### src/temp_fault_map.vh
// command codes, field positions, reset values and timing for the temperature fault block
`ifndef TEMP_FAULT_MAP_VH
`define TEMP_FAULT_MAP_VH
`define CMD_EXT_OT_ACTION 8'h50
`define CMD_EXT_UT_ACTION 8'h54
`define CMD_INT_OT_ACTION 8'hD0
`define RST_EXT_ACTION 8'hB8
`define RST_INT_ACTION 8'hC0
`define RESP_HI 7
`define RESP_LO 6
`define RETRY_HI 5
`define RETRY_LO 3
`define RESP_CONTINUE 2'b00
`define RESP_UNSUP 2'b01
`define RESP_SHUTDOWN 2'b10
`define RESP_WHILE_PRESENT 2'b11
`define RETRY_NONE 3'b000
`define RETRY_FOREVER 3'b111
`define ADC_RESPONSE_MS 120
`define CLK_HZ 20000000
`define NCHAN 2
`endif

### src/temperature_fault_response.v
// temperature fault response: response bytes, output disable, retry, sticky status
`timescale 1ns/1ps
`include "temp_fault_map.vh"

// How it works
// - internal response codes 00 and 01 are refused with a CML fault.
// - internal code 10 disables output at once, then follows the retry field.
// - internal code 11 disables output only while the fault stays present.
// - internal retry 000 keeps output off until the fault flag clears.
// - internal retry codes 001 to 111 are refused with a CML fault.
// - the delay field bits 2:0 is ignored by all fault logic.
// - any temperature fault sets its status bit and raises alert unless masked.
// - fault bits stay set until clear faults, an off edge of the run command, or reset.
// - internal overtemperature sets vendor summary bit and vendor overtemp bit.
// - internal response byte is read-only, unpaged, default C0.
// - external overtemp byte at 50, per page, read/write, default B8.
// - external undertemp byte at 54, per page, read/write, default B8.
// - external overtemp sets temperature summary bit and overtemp status bit.
// - external faults may take up to 120 ms to act on.
// - external codes: 00 continue, 10 shut down with retry, 01/11 refused.
// - external retry 111 restarts at each retry tick until commanded off.
// - external undertemp sets undertemp status bit, summary bit, and alert.
module temperature_fault_response (
  input wire clk_sys_i, // 20 MHz system clock
  input wire srst_i, // synchronous reset, active high
  input wire wr_stb_i, // one-cycle write strobe from command decoder
  input wire [7:0] wr_cmd_i, // command code of the write
  input wire [7:0] wr_data_i, // data byte of the write
  input wire page_i, // selected page (channel)
  input wire [7:0] rd_cmd_i, // command code being read
  output reg [7:0] rd_data_o, // read data for rd_cmd_i on page_i
  input wire clear_faults_i, // one-cycle clear faults command
  input wire [1:0] run_cmd_i, // per channel on command (pin and operation)
  input wire int_ot_i, // internal overtemperature condition (pin domain)
  input wire [1:0] ext_ot_i, // external overtemp per channel, from adc
  input wire [1:0] ext_ut_i, // external undertemp per channel, from adc
  input wire retry_tick_i, // one-cycle pulse at restart interval
  input wire [1:0] alert_mask_i, // bit0 masks internal ot, bit1 masks external
  output reg [1:0] out_en_o, // per channel output enable
  output reg cml_fault_o, // pulse: refused write
  output reg alert_o, // alert request, active high level
  output reg vendor_summary_bit_o, // status word vendor summary bit
  output reg int_ot_flag_o, // vendor status overtemp fault bit
  output reg [1:0] temp_summary_o, // status byte temperature bit per channel
  output reg [1:0] ext_ot_flag_o, // status temperature overtemp bit per channel
  output reg [1:0] ext_ut_flag_o // status temperature undertemp bit per channel
);

  // adc paced detection: worst-case response figure, cycles derived from rate
  // kept as a bound only: the pacing lives in the adc, so no timer is built here
  localparam integer ADC_RESP_CYC = (`ADC_RESPONSE_MS * (`CLK_HZ / 1000));

  reg [7:0] ext_ot_act_q [0:`NCHAN-1];
  reg [7:0] ext_ut_act_q [0:`NCHAN-1];
  reg int_ot_s1_q, int_ot_q;
  reg [1:0] run_q;
  reg [1:0] ot_in_q, ut_in_q;
  reg [1:0] latched_off_q; // channel held off by a shutdown response
  reg [1:0] no_retry_q; // latch came from a source that forbids restart
  wire [7:0] int_act = `RST_INT_ACTION; // fixed, unpaged, read-only

  // response byte legality checks; external reads only bits 7:6, internal reads bit 7 and retry bits 5:3
  function ext_ok;
    input [7:0] b;
    begin
      ext_ok = (b[`RESP_HI:`RESP_LO] == `RESP_CONTINUE) ||
               (b[`RESP_HI:`RESP_LO] == `RESP_SHUTDOWN);
    end
  endfunction

  function int_ok;
    input [7:0] b;
    begin
      int_ok = b[`RESP_HI] && (b[`RETRY_HI:`RETRY_LO] == `RETRY_NONE);
    end
  endfunction

  ////////////////////////////////////////////////////////////////////////
  // two-flop synchroniser on the internal overtemp comparator
  // only the second flop is read; the adc levels and run command share this
  // clock and take one stage for timing, not for metastability
  always @(posedge clk_sys_i) begin
    if (srst_i) begin
      int_ot_s1_q <= 1'b0;
      int_ot_q <= 1'b0;
      ot_in_q <= 2'b00;
      ut_in_q <= 2'b00;
      run_q <= 2'b00;
    end else begin
      int_ot_s1_q <= int_ot_i;
      int_ot_q <= int_ot_s1_q;
      ot_in_q <= ext_ot_i;
      ut_in_q <= ext_ut_i;
      run_q <= run_cmd_i;
    end
  end

  ////////////////////////////////////////////////////////////////////////
  // write path and cml fault; a refused byte is not stored
  // unknown command codes are ignored here, they belong to other decoders
  always @(posedge clk_sys_i) begin
    if (srst_i) begin
      cml_fault_o <= 1'b0;
    end else begin
      cml_fault_o <= 1'b0;
      if (wr_stb_i) begin
        case (wr_cmd_i)
          `CMD_EXT_OT_ACTION, `CMD_EXT_UT_ACTION: cml_fault_o <= ~ext_ok(wr_data_i);
          `CMD_INT_OT_ACTION: cml_fault_o <= ~int_ok(wr_data_i);
          default: cml_fault_o <= 1'b0;
        endcase
      end
    end
  end

  genvar c;
  generate
    for (c = 0; c < `NCHAN; c = c + 1) begin : g_chan
      wire wr_here = wr_stb_i && (page_i == c) && ext_ok(wr_data_i);
      wire off_edge = run_q[c] && !run_cmd_i[c];
      wire [1:0] ot_resp = ext_ot_act_q[c][`RESP_HI:`RESP_LO];
      wire [1:0] ut_resp = ext_ut_act_q[c][`RESP_HI:`RESP_LO];
      wire [2:0] ot_rty = ext_ot_act_q[c][`RETRY_HI:`RETRY_LO];
      wire [2:0] ut_rty = ext_ut_act_q[c][`RETRY_HI:`RETRY_LO];
      wire ot_trip = ot_in_q[c] && (ot_resp == `RESP_SHUTDOWN);
      wire ut_trip = ut_in_q[c] && (ut_resp == `RESP_SHUTDOWN);
      wire int_trip = int_ot_q && (int_act[`RESP_HI:`RESP_LO] == `RESP_SHUTDOWN);
      wire int_hold = int_ot_q && (int_act[`RESP_HI:`RESP_LO] == `RESP_WHILE_PRESENT);
      // a trip whose own retry field is not 111 pins the latch until clear or off;
      // checking only the sources present at the tick would let a fault that has
      // gone away restart the output although its retry field said no restart
      wire trip_pins = (ot_trip && (ot_rty != `RETRY_FOREVER)) ||
                       (ut_trip && (ut_rty != `RETRY_FOREVER)) || int_trip;
      // restart needs an unpinned latch and no internal flag standing against it
      wire may_retry = !no_retry_q[c] && !trip_pins && !int_ot_flag_o;

      // paged response storage, defaults on reset
      always @(posedge clk_sys_i) begin
        if (srst_i) begin
          ext_ot_act_q[c] <= `RST_EXT_ACTION;
          ext_ut_act_q[c] <= `RST_EXT_ACTION;
        end else if (wr_here && wr_cmd_i == `CMD_EXT_OT_ACTION) begin
          ext_ot_act_q[c] <= wr_data_i;
        end else if (wr_here && wr_cmd_i == `CMD_EXT_UT_ACTION) begin
          ext_ut_act_q[c] <= wr_data_i;
        end
      end

      // sticky flags: set wins over clear; off command also clears
      always @(posedge clk_sys_i) begin
        if (srst_i) begin
          ext_ot_flag_o[c] <= 1'b0;
          ext_ut_flag_o[c] <= 1'b0;
          temp_summary_o[c] <= 1'b0;
        end else begin
          ext_ot_flag_o[c] <= ot_in_q[c] ||
            (ext_ot_flag_o[c] && !clear_faults_i && !off_edge);
          ext_ut_flag_o[c] <= ut_in_q[c] ||
            (ext_ut_flag_o[c] && !clear_faults_i && !off_edge);
          temp_summary_o[c] <= ot_in_q[c] || ut_in_q[c] ||
            (temp_summary_o[c] && !clear_faults_i && !off_edge);
        end
      end

      // pin flag: remembers that the present latch may not be lifted by a tick;
      // set wins over clear so a trip in the clear cycle keeps the output off
      always @(posedge clk_sys_i) begin
        if (srst_i) begin
          no_retry_q[c] <= 1'b0;
        end else if (trip_pins) begin
          no_retry_q[c] <= 1'b1;
        end else if (clear_faults_i || off_edge) begin
          no_retry_q[c] <= 1'b0;
        end
      end

      // shutdown latch with retry; code 11 gates output only while present
      always @(posedge clk_sys_i) begin
        if (srst_i) begin
          latched_off_q[c] <= 1'b0;
          out_en_o[c] <= 1'b0;
        end else begin
          if (ot_trip || ut_trip || int_trip)
            latched_off_q[c] <= 1'b1;
          else if (clear_faults_i || off_edge)
            latched_off_q[c] <= 1'b0;
          else if (retry_tick_i && may_retry)
            latched_off_q[c] <= 1'b0;
          out_en_o[c] <= run_cmd_i[c] && !latched_off_q[c] && !ot_trip && !ut_trip &&
                         !int_trip && !int_hold;
        end
      end
    end
  endgenerate

  ////////////////////////////////////////////////////////////////////////
  // internal overtemp status, alert and read mux
  // alert follows the registered flags, so it trails a new flag by one cycle;
  // read data is registered too, a changed select shows one cycle later
  always @(posedge clk_sys_i) begin
    if (srst_i) begin
      int_ot_flag_o <= 1'b0;
      vendor_summary_bit_o <= 1'b0;
      alert_o <= 1'b0;
      rd_data_o <= 8'h00;
    end else begin
      int_ot_flag_o <= int_ot_q ||
        (int_ot_flag_o && !clear_faults_i && !(|(run_q & ~run_cmd_i)));
      vendor_summary_bit_o <= int_ot_q ||
        (vendor_summary_bit_o && !clear_faults_i && !(|(run_q & ~run_cmd_i)));
      alert_o <= (int_ot_flag_o && !alert_mask_i[0]) ||
                 ((|temp_summary_o) && !alert_mask_i[1]);
      case (rd_cmd_i)
        `CMD_EXT_OT_ACTION: rd_data_o <= ext_ot_act_q[page_i];
        `CMD_EXT_UT_ACTION: rd_data_o <= ext_ut_act_q[page_i];
        `CMD_INT_OT_ACTION: rd_data_o <= int_act;
        default: rd_data_o <= 8'h00;
      endcase
    end
  end

endmodule // temperature_fault_response

### config.mk
export PLATFORM = sky130hd
export DESIGN_NAME = temperature_fault_response
export DESIGN_NICKNAME = d
export VERILOG_FILES = /design/src/temperature_fault_response.v
export VERILOG_INCLUDE_DIRS = /design/src
export SDC_FILE = /design/constraint.sdc
export NUM_CORES = 1
export LEC_CHECK = 0
export BUFFER_PORTS_ARGS = -buffer_cell sky130_fd_sc_hd__buf_2
export CORE_MARGIN = 1
export CORE_UTILIZATION = 25
export DETAILED_ROUTE_END_ITERATION = 6
export GPL_ROUTABILITY_DRIVEN = 0
export GPL_TIMING_DRIVEN = 0
export PLACE_DENSITY_LB_ADDON = 0.12
export SKIP_CTS_REPAIR_TIMING = 1
export SYNTH_ARGS = -nofsm -noshare
export SYNTH_HDL_FRONTEND = slang
export SYNTH_SLANG_ARGS = --single-unit
### constraint.sdc
create_clock -name clk_sys_i -period 2.5 [get_ports clk_sys_i]
set_input_delay 0.5 -clock clk_sys_i [delete_from_list [all_inputs] [get_ports clk_sys_i]]
set_output_delay 0.5 -clock clk_sys_i [all_outputs]
set_load 0.005 [all_outputs]
# Yosys cells after proc, flatten, opt, wreduce, memory -nomap -nowiden
# Memory sizes are Yosys's and may differ from the RTL's.
# Cells that the tools add are included.
classes:
  eq_ne: 15
  mux: 32
  bitwise: 10
  n_reduce_logical: 99
op_table:
  columns: ["cell", "n"]
  rows:
  - ["1-bit logical AND", 51]
  - ["8-bit by 7-bit equality test with 1-bit output (second input constant)", 4]
  - ["8-bit two-way mux", 4]
  - ["1-bit two-way mux", 26]
  - ["8-bit case mux with 3 select lines", 1]
  - ["1-bit logical NOT", 20]
  - ["1-bit logical OR", 18]
  - ["8-bit equality test (second input constant)", 2]
  - ["3-bit inequality test (second input constant)", 4]
  - ["2-bit equality test (second input constant)", 5]
  - ["2-bit OR reduction", 4]
  - ["3-bit nonzero test", 2]
  - ["1-bit inverter", 4]
  - ["1-bit OR", 4]
  - ["2-bit nonzero test", 2]
  - ["3-bit logical NOT", 1]
  - ["2-bit AND", 1]
  - ["2-bit logical NOT", 1]
  - ["2-bit inverter", 1]
  - ["1-bit case mux with 2 select lines", 1]
totals:
  ff_bits: 32
  mem_bits_rw: 32
  inputBits: 39
  out_inout_bits: 20
  n_memories: 2
memory_table:
  columns: ["name", "words", "word_bits", "rd", "rd_ports_with_merged_regs", "write_ports", "line", "source"]
  rows:
  - ["ext_ot_act_q", 2, 8, 3, 0, 2, "temperature_fault_response.v:53", "reg [7:0] ext_ot_act_q [0:`NCHAN-1];"]
  - ["ext_ut_act_q", 2, 8, 3, 0, 2, "temperature_fault_response.v:54", "reg [7:0] ext_ut_act_q [0:`NCHAN-1];"]

# Logic depth before layout (Yosys ltp)
# Gate-level depths: netlist of run 1.
# An unclocked memory read counts as a cell.
depth:
  word_depth: 12
  mapped_depth: 5
  mapped_depth_nobuf: 3

# Worst setup path after synthesis of run 1
# No wires, ideal clock.
synth_timing:
  kind: "input to register"
  start: "input port wr_cmd_i[1]"
  end: "memory ext_ut_act_q[1][0] (enable)"
  setup_ns: 0.331
  arrival_time_ns: 1.722
  t_required_ns: 2.169
  path_slack_ns: 0.447
  stages: 3
  cell_sequence: "or4_4 -> nor4_2 -> a31o_1"
synth_rtl:
  columns: ["item", "line", "source"]
  rows:
  - ["start, declared", "temperature_fault_response.v:27", "input wire [7:0] wr_cmd_i,"]
  - ["end, declared", "temperature_fault_response.v:54", null]

==> qor.txt, run 1 <==
Total power: 2.19 mW
Grt total ovfl: 0
CP bufs+invs: 1
CP required: 2.50 ns
Cells after Synth: 219
Setup tns final: 0 ns
Hold WS: 0.363 ns
Max incr delay on CP: 0.56 ns
Startpoint Class: input port
Layout area overhead: 24.7%
Initial DRT Pass Iterations: 4
Yosys reg bits: 64
Post-route ant nets: 0
# diodes: 0
Final setup margin: 0.462 ns
Post-synth top area share: 36.8%
Final cycle utilization of the critical path: 81.5%
Drt total wl: 6220 um
Largest net degree at the start of global routing: 13
Largest delay share family, worst path: simple AND/OR/NAND/NOR gates
I/O Buffers: 56
Num CTS Buffers: 9
Slowest-stage cell, CP: or4_4
Setup violators final: 0
Slew HR: 36.0%
Final #Nets: 328
Num Clock Sinks: 64
Worst hold path class: input port to flop
Dpl cell area: 3070 um^2
Critical path class: input port to flop
Routed len/inst: 14.6 um
IO Pins: 59
Ys Warns: 0
Root Buffer: clkbuf_8
Non-Filler Instances: 427
Leak Pwr: 1.25 nW
Worst vdd ir: 0.187 mV
Setup WS pre-CTS: 0.128 ns
Status: complete, no violations
Critical-path maximum fanout: 8
RSZ-0062 raised after global routing: no
All-layer global routing usage: 12.3%
P per Cell Area: 673 nW/um^2
Worst setup EP type: flop
Max_cap viols: 0
First-pass GRT wire length: 10100 um
Sequential area share after synthesis: 61.3%
DR iter-0 viols: 85
Vias in the first global route: 1869
Fill count: 1021
CTS tree: yes
DRC: 0
Area contributors post-synth: edfxtp_1 (37%), dfxtp_1 (25%), mux4_2 (5.2%)
Worst-margin pin slew: 0.951 ns
Initial antenna violation count: 0
Tmin final: 2.04 ns
Worst skew pair latency: 0.34 ns
Clock Tree Buf Depth: 2
CTS H-Tree Depth: 3
Number of synthesized flops with an enable pin: 32
Dominant cell type by area after synthesis: edfxtp_1
DP HPWL: 4710 um
Die Ht: 104 um
Peak Freq: 491 MHz
CP arrival: 2.04 ns
Register clock-pin slew on the reported worst setup and hold paths: 0.08 ns
Mean post-synth cell area: 11.9 um^2
Rows: 36
Proportion of synthesized flip-flops having asynchronous set or reset: 0%
Core area: 9950 um^2
Ys flop type: edfxtp_1
Max-slew violation count: 0
Starting Density: 26.3%
Cell area after synthesis: 2610 um^2
Cell count after placement: 411
Finished layout cell area: 3260 um^2
Skew final: 0.00625 ns
Die W: 104 um
Via/cell ratio: 4.45
Final Hold Vio Count: 0
Share of layout cells above drive strength 1: 30.6%
Cell Chain, Critical Path: buf_2, or4_4, nor4_2, a31o_1
Core Util, Final: 32.7%
Die ar.: 10900 um^2
Netlist cell types: 38
Via count: 1902
==> final cells by class <==
class                           count  area [um^2]  area share (%)
Clock inverter                      6         37.5            1.15
Sequential cell                    64         1600            49.2
Multi-Input combinational cell    149          987            30.3
Buffer                              7         28.8           0.883
Tap cell                          133          166            5.11
Clock buffer                       10          149            4.57
Timing Repair Buffer               56          280            8.60
Inverter                            2         7.51           0.230
==> cells in the final DEF, fill, tap and decap left out, types with 2 or more instances in the layout <==
cell type,Yosys,layout
a211oi_1,2,2
a21o_1,5,5
a21oi_1,5,5
a22oi_1,2,2
a311oi_1,2,2
a31oi_1,4,4
a41oi_1,2,2
and3b_1,4,4
and4_1,3,3
and4b_1,2,2
buf_2,2,58
clkbuf_1,4,4
clkbuf_8,0,9
clkinv_2,0,2
conb_1,1,4
dfxtp_1,32,32
edfxtp_1,32,32
inv_1,2,2
inv_4,0,3
mux2_2,2,2
mux2i_1,2,2
mux4_2,6,6
nand2_1,21,21
nand2b_1,4,4
nand3_1,11,11
nand4_1,4,4
nor2_1,23,23
nor2_2,3,3
nor2b_1,18,18
nor3_1,4,4
nor4_1,3,3
nor4_2,2,2
nor4b_1,3,3
or4_4,2,2
==> cell usage after synthesis, types with 2 or more instances <==
master / instances
nand2_1: 21
nand2b_1: 4
a211oi_1: 2
dfxtp_1: 32
buf_2: 2
nor2_1: 23
a31oi_1: 4
nor2b_1: 18
a41oi_1: 2
nor4b_1: 3
a22oi_1: 2
nor2_2: 3
edfxtp_1: 32
nor4_1: 3
and4b_1: 2
or4_4: 2
mux4_2: 6
inv_1: 2
nand4_1: 4
nor3_1: 4
a21oi_1: 5
and3b_1: 4
nor4_2: 2
a311oi_1: 2
nand3_1: 11
mux2_2: 2
and4_1: 3
a21o_1: 5
clkbuf_1: 4
mux2i_1: 2
==> registers in the layout, summed over array words and instances (netlist names) <==
name / cells
ext_ot_act_q: 16
ext_ut_act_q: 16
rd_data_o: 8
ext_ot_flag_o: 2
ext_ut_flag_o: 2
latched_off_q: 2
no_retry_q: 2
ot_in_q: 2
out_en_o: 2
run_q: 2
temp_summary_o: 2
ut_in_q: 2
alert_o: 1
cml_fault_o: 1
g_chan.int_hold: 1
int_ot_flag_o: 1
int_ot_s1_q: 1
vendor_summary_bit_o: 1
==> logic make-up (layout without fill, tap and decap cells) <==
logic type	Yosys count	count (layout)	share of synthesized area, %
AO/OA/AOI/OAI	25	25	6.75
multiplexers	10	10	6.80
other	1	4	0.143
buffers and inverters	9	81	1.39
AND/OR/NAND/NOR	110	110	23.6
flip-flops	64	64	61.3
==> where the power goes <==
part	leakage [nW]	internal (mW)	switching, mW	total (mW)
Sequential	0.577	1.15	0.0248	1.17
Combinational	0.572	0.0813	0.0931	0.174
Clock	0.103	0.422	0.424	0.846
Total	1.25	1.65	0.542	2.19
==> worst reg2reg max path, delay by kind of cell (launching register included) <==
family,cells,cell delay (ns)
and+or+nand+nor,1,0.14
muxes,1,0.49
DFF,1,0.42
==> layer usage <==
layer  GRT usage, %  part of all wire [%]  vias to the layer above
met5              0                     0                        -
met4           5.82                   1.1                        0
met3           3.45                   4.8                        4
met2           16.6                    40                       56
met1           17.9                    54                      893
li1               -                     -                      949
==> path summary, 6_finish.rpt <==
| kind | startpoint | to | slack (ns) | cells past startpoint |
|---|---|---|---|---|
| min | ext_ot_i[0] | ot_in_q[0]$_SDFF_PP0_ | 0.36 | 2 |
| min reg2reg | int_ot_s1_q$_SDFF_PP0_ | g_chan[0].int_hold$_SDFF_PP0_ | 0.44 | 1 |
| max reg2reg | ext_ut_act_q[1][3]$_SDFFCE_PN1P_ | rd_data_o[3]$_SDFF_PP0_ | 1.33 | 2 |
| max | wr_cmd_i[1] | ext_ut_act_q[1][1]$_SDFFCE_PN0P_ | 0.46 | 4 |
Note: power is estimated with default switching activity, not from simulation.
==> inputs of run 2 (changes only) <==
Settings changed: ABC_AREA set to 1.
Clock period 2.5 ns to 1.7 ns, I/O delays scaled along.
==> run 2 against run 1 <==
Effect of this change:
- die area rose by 6.8%
- first-iteration DRC count rose by 32%
- worst hold slack got worse by 0.18 ns
- critical endpoint is now ext_ut_act_q[1][3]$_SDFFCE_PN1P_
- largest power group unchanged
- highest routed layer unchanged
==> qor.txt, run 2 <==
Initial antenna violation count: 0 (unchanged)
Critical-path maximum fanout: 10 (+2)
Synth cell count leaders: nand2_1 (92), inv_1 (43), nor2_1 (41), dfxtp_1 (32), edfxtp_1 (32)
Drt total wl: 6850 um (+10%)
CP arrival: 1.46 ns (-0.58 ns)
Via count: 2317 (+22%)
Setup tns final: 0 ns (unchanged)
Peak Freq: 698 MHz
Largest regs: ext_ot_act_q x16, ext_ut_act_q x16, rd_data_o x8
Most frequent CP cell: nand2_1
Share of layout cells above drive strength 1: 22.2% (-8.4 points)
Worst vdd ir: 0.320 mV (+71%)
Vias in the first global route: 2105 (+13%)
Layout area overhead: 23.2%
Mean post-synth cell area: 8.47 um^2 (-29%)
Slew HR: 57.5% (+22 points)
I/O Buffers: 57 (+1.8%)
Starting Density: 25.7% (-0.57 points)
Num Clock Sinks: 64 (unchanged)
Proportion of synthesized flip-flops having asynchronous set or reset: 0% (unchanged)
Skew final: 0.00878 ns (+0.00252 ns)
CP required: 1.73 ns (-0.77 ns)
Rows: 38 (+5.6%)
RSZ-0062 raised after global routing: no
Die W: 108 um (+3.4%)
Min-Delay Path Depth: 3 (+1)
Status: complete, no violations
Count leader, synth: nand2_1
Post-synth top area share: 34.4% (-2.4 points)
Ys flop type: edfxtp_1
Tmin final: 1.43 ns
Die Ht: 108 um (+3.4%)
Yosys reg bits: 64 (unchanged)
Final #Nets: 440 (+34%)
DP HPWL: 5160 um (+9.7%)
Core area: 10900 um^2 (+9.4%)
Dominant cell type by area after synthesis: edfxtp_1
Worst hold path class: input port to flop
Max incr delay on CP: 0.38 ns (-0.18 ns)
Worst setup EP type: flop
Largest net degree at the start of global routing: 13 (unchanged)
Number of synthesized flops with an enable pin: 32 (unchanged)
Leak Pwr: 1.55 nW (+24%)
CTS H-Tree Depth: 3 (unchanged)
Commonest cells after routing, fill and taps aside: nand2_1 (92), buf_2 (62), inv_1 (43)
Final cycle utilization of the critical path: 84.3%
First-pass GRT wire length: 10700 um (+6.7%)
Worst-margin pin slew: 0.638 ns (-0.314 ns)
Total power: 3.17 mW (+44%)
Cell area after synthesis: 2800 um^2 (+7.0%)
Die ar.: 11600 um^2 (+6.8%)
Fill count: 1179 (+15%)
Num CTS Buffers: 9 (unchanged)
Initial DRT Pass Iterations: 4 (unchanged)
Netlist cell types: 26 (-32%)
Root Buffer: clkbuf_8
Cell Chain, Critical Path: buf_2, inv_1, nand4_1, nor3_4, nand2_1, nand2_1
Ys Warns: 0 (unchanged)
IO Pins: 59 (unchanged)
Grt total ovfl: 0 (unchanged)
Routed len/inst: 12.5 um (-14%)
Post-route ant nets: 0 (unchanged)
CTS tree: yes
DRC: 0 (unchanged)
Setup violators final: 0 (unchanged)
Sequential area share after synthesis: 57.3% (-4.0 points)
Footprint of the multi-input gates: 997 um^2 (+1.0%)
Register area: 1600 um^2 (unchanged)
Via/cell ratio: 4.24 (-4.7%)
P per Cell Area: 919 nW/um^2 (+37%)
Clock Tree Buf Depth: 2 (unchanged)
Register clock-pin slew on the reported worst setup and hold paths: 0.07 ns (about the same)
DR iter-0 viols: 112 (+32%)
# diodes: 0 (unchanged)
Commonest non-fill, non-tap cell in the layout: nand2_1
Cells on worst reg2reg path: 4 (+2)
Startpoint Class: input port
Final Hold Vio Count: 0 (unchanged)
Hold WS: 0.181 ns (-0.182 ns)
Cells after Synth: 330 (+51%)
Critical path class: input port to flop
Max-slew violation count: 0 (unchanged)
Worst skew pair latency: 0.36 ns (+0.02 ns)
Slowest-stage cell, CP: nor3_4
Area contributors post-synth: edfxtp_1 (34%), dfxtp_1 (23%), nand2_1 (12%)
All-layer global routing usage: 12.7% (+0.38 points)
Max_cap viols: 0 (unchanged)
## run 2: cell count changes after synthesis, sizes merged, moves of 4 or more
cell    before  now
nand2       21   92
inv          2   45
nand3       11   30
nor2        26   45
nor2b       18    0
a21oi        5   16
nand4        4   12
mux4         6    0
a21o         5    0
nor4         5    0
a21boi       0    4
and3b        4    0
nand2b       4    0
## run 2: worst paths after layout
| kind | from | end | slack (ns) |
|---|---|---|---|
| worst min register to register | int_ot_s1_q$_SDFF_PP0_ | g_chan[0].int_hold$_SDFF_PP0_ | 0.42 |
| worst max register to register | run_q[1]$_SDFF_PP0_ | latched_off_q[1]$_SDFFE_PP0P_ | 0.43 |
| worst max-delay path | wr_cmd_i[7] | ext_ut_act_q[1][3]$_SDFFCE_PN1P_ | 0.27 |
| worst min-delay path | int_ot_i | int_ot_s1_q$_SDFF_PP0_ | 0.18 |
## run 2: worst max-delay path: cells and delay by family
| kind | cells | cell delay, ns |
|---|---|---|
| buf+inv | 2 | 0.15 |
| simple gates | 4 | 0.97 |
## run 2: layout make-up
type	instances	share of cell area, %
Tap cell	140	5.08
Inverter	45	4.97
Buffer	8	1.27
Clock inverter	7	1.38
Timing Repair Buffer	57	8.28
Clock buffer	9	3.59
Multi-Input combinational cell	216	28.9
Sequential cell	64	46.5
## run 2: routing by layer
layer | global-route usage [%] | routed length, um | part of all wire [%]
met1 | 16.6 | 3330 | 49
met2 | 19.3 | 3120 | 46
met3 | 3.45 | 297 | 4.3
met4 | 6.16 | 105 | 1.5
met5 | 0 | 0 | 0
## run 2: cell families (layout without fill, tap and decap cells)
family | Yosys count | after routing | synth area share (%)
DFF | 64 | 64 | 57.3
buffers and inverters | 53 | 126 | 7.70
other | 1 | 4 | 0.134
AOI/OAI and AO/OA | 25 | 25 | 5.01
and+or+nand+nor | 187 | 187 | 29.9
## run 2: power by group
part	switching [mW]	total, mW	internal (mW)
registers	0.0322	1.72	1.69
logic	0.176	0.273	0.0971
clock network	0.649	1.17	0.524
total	0.857	3.17	2.31
## run 2: per-stage QoR
stage / util [%] / area (um^2) / std cells / setup WS (ns)
global placement: 30.0 / 3270 / 530 / -0.197
detailed placement: 30.0 / 3270 / 530 / -0.227
global route: 31.6 / 3450 / 546 / 0.126
finish: 31.6 / 3450 / 546 / 0.267
CTS: 31.6 / 3440 / 546 / 0.152
floorplan: - / 2810 / 333 / 0.170
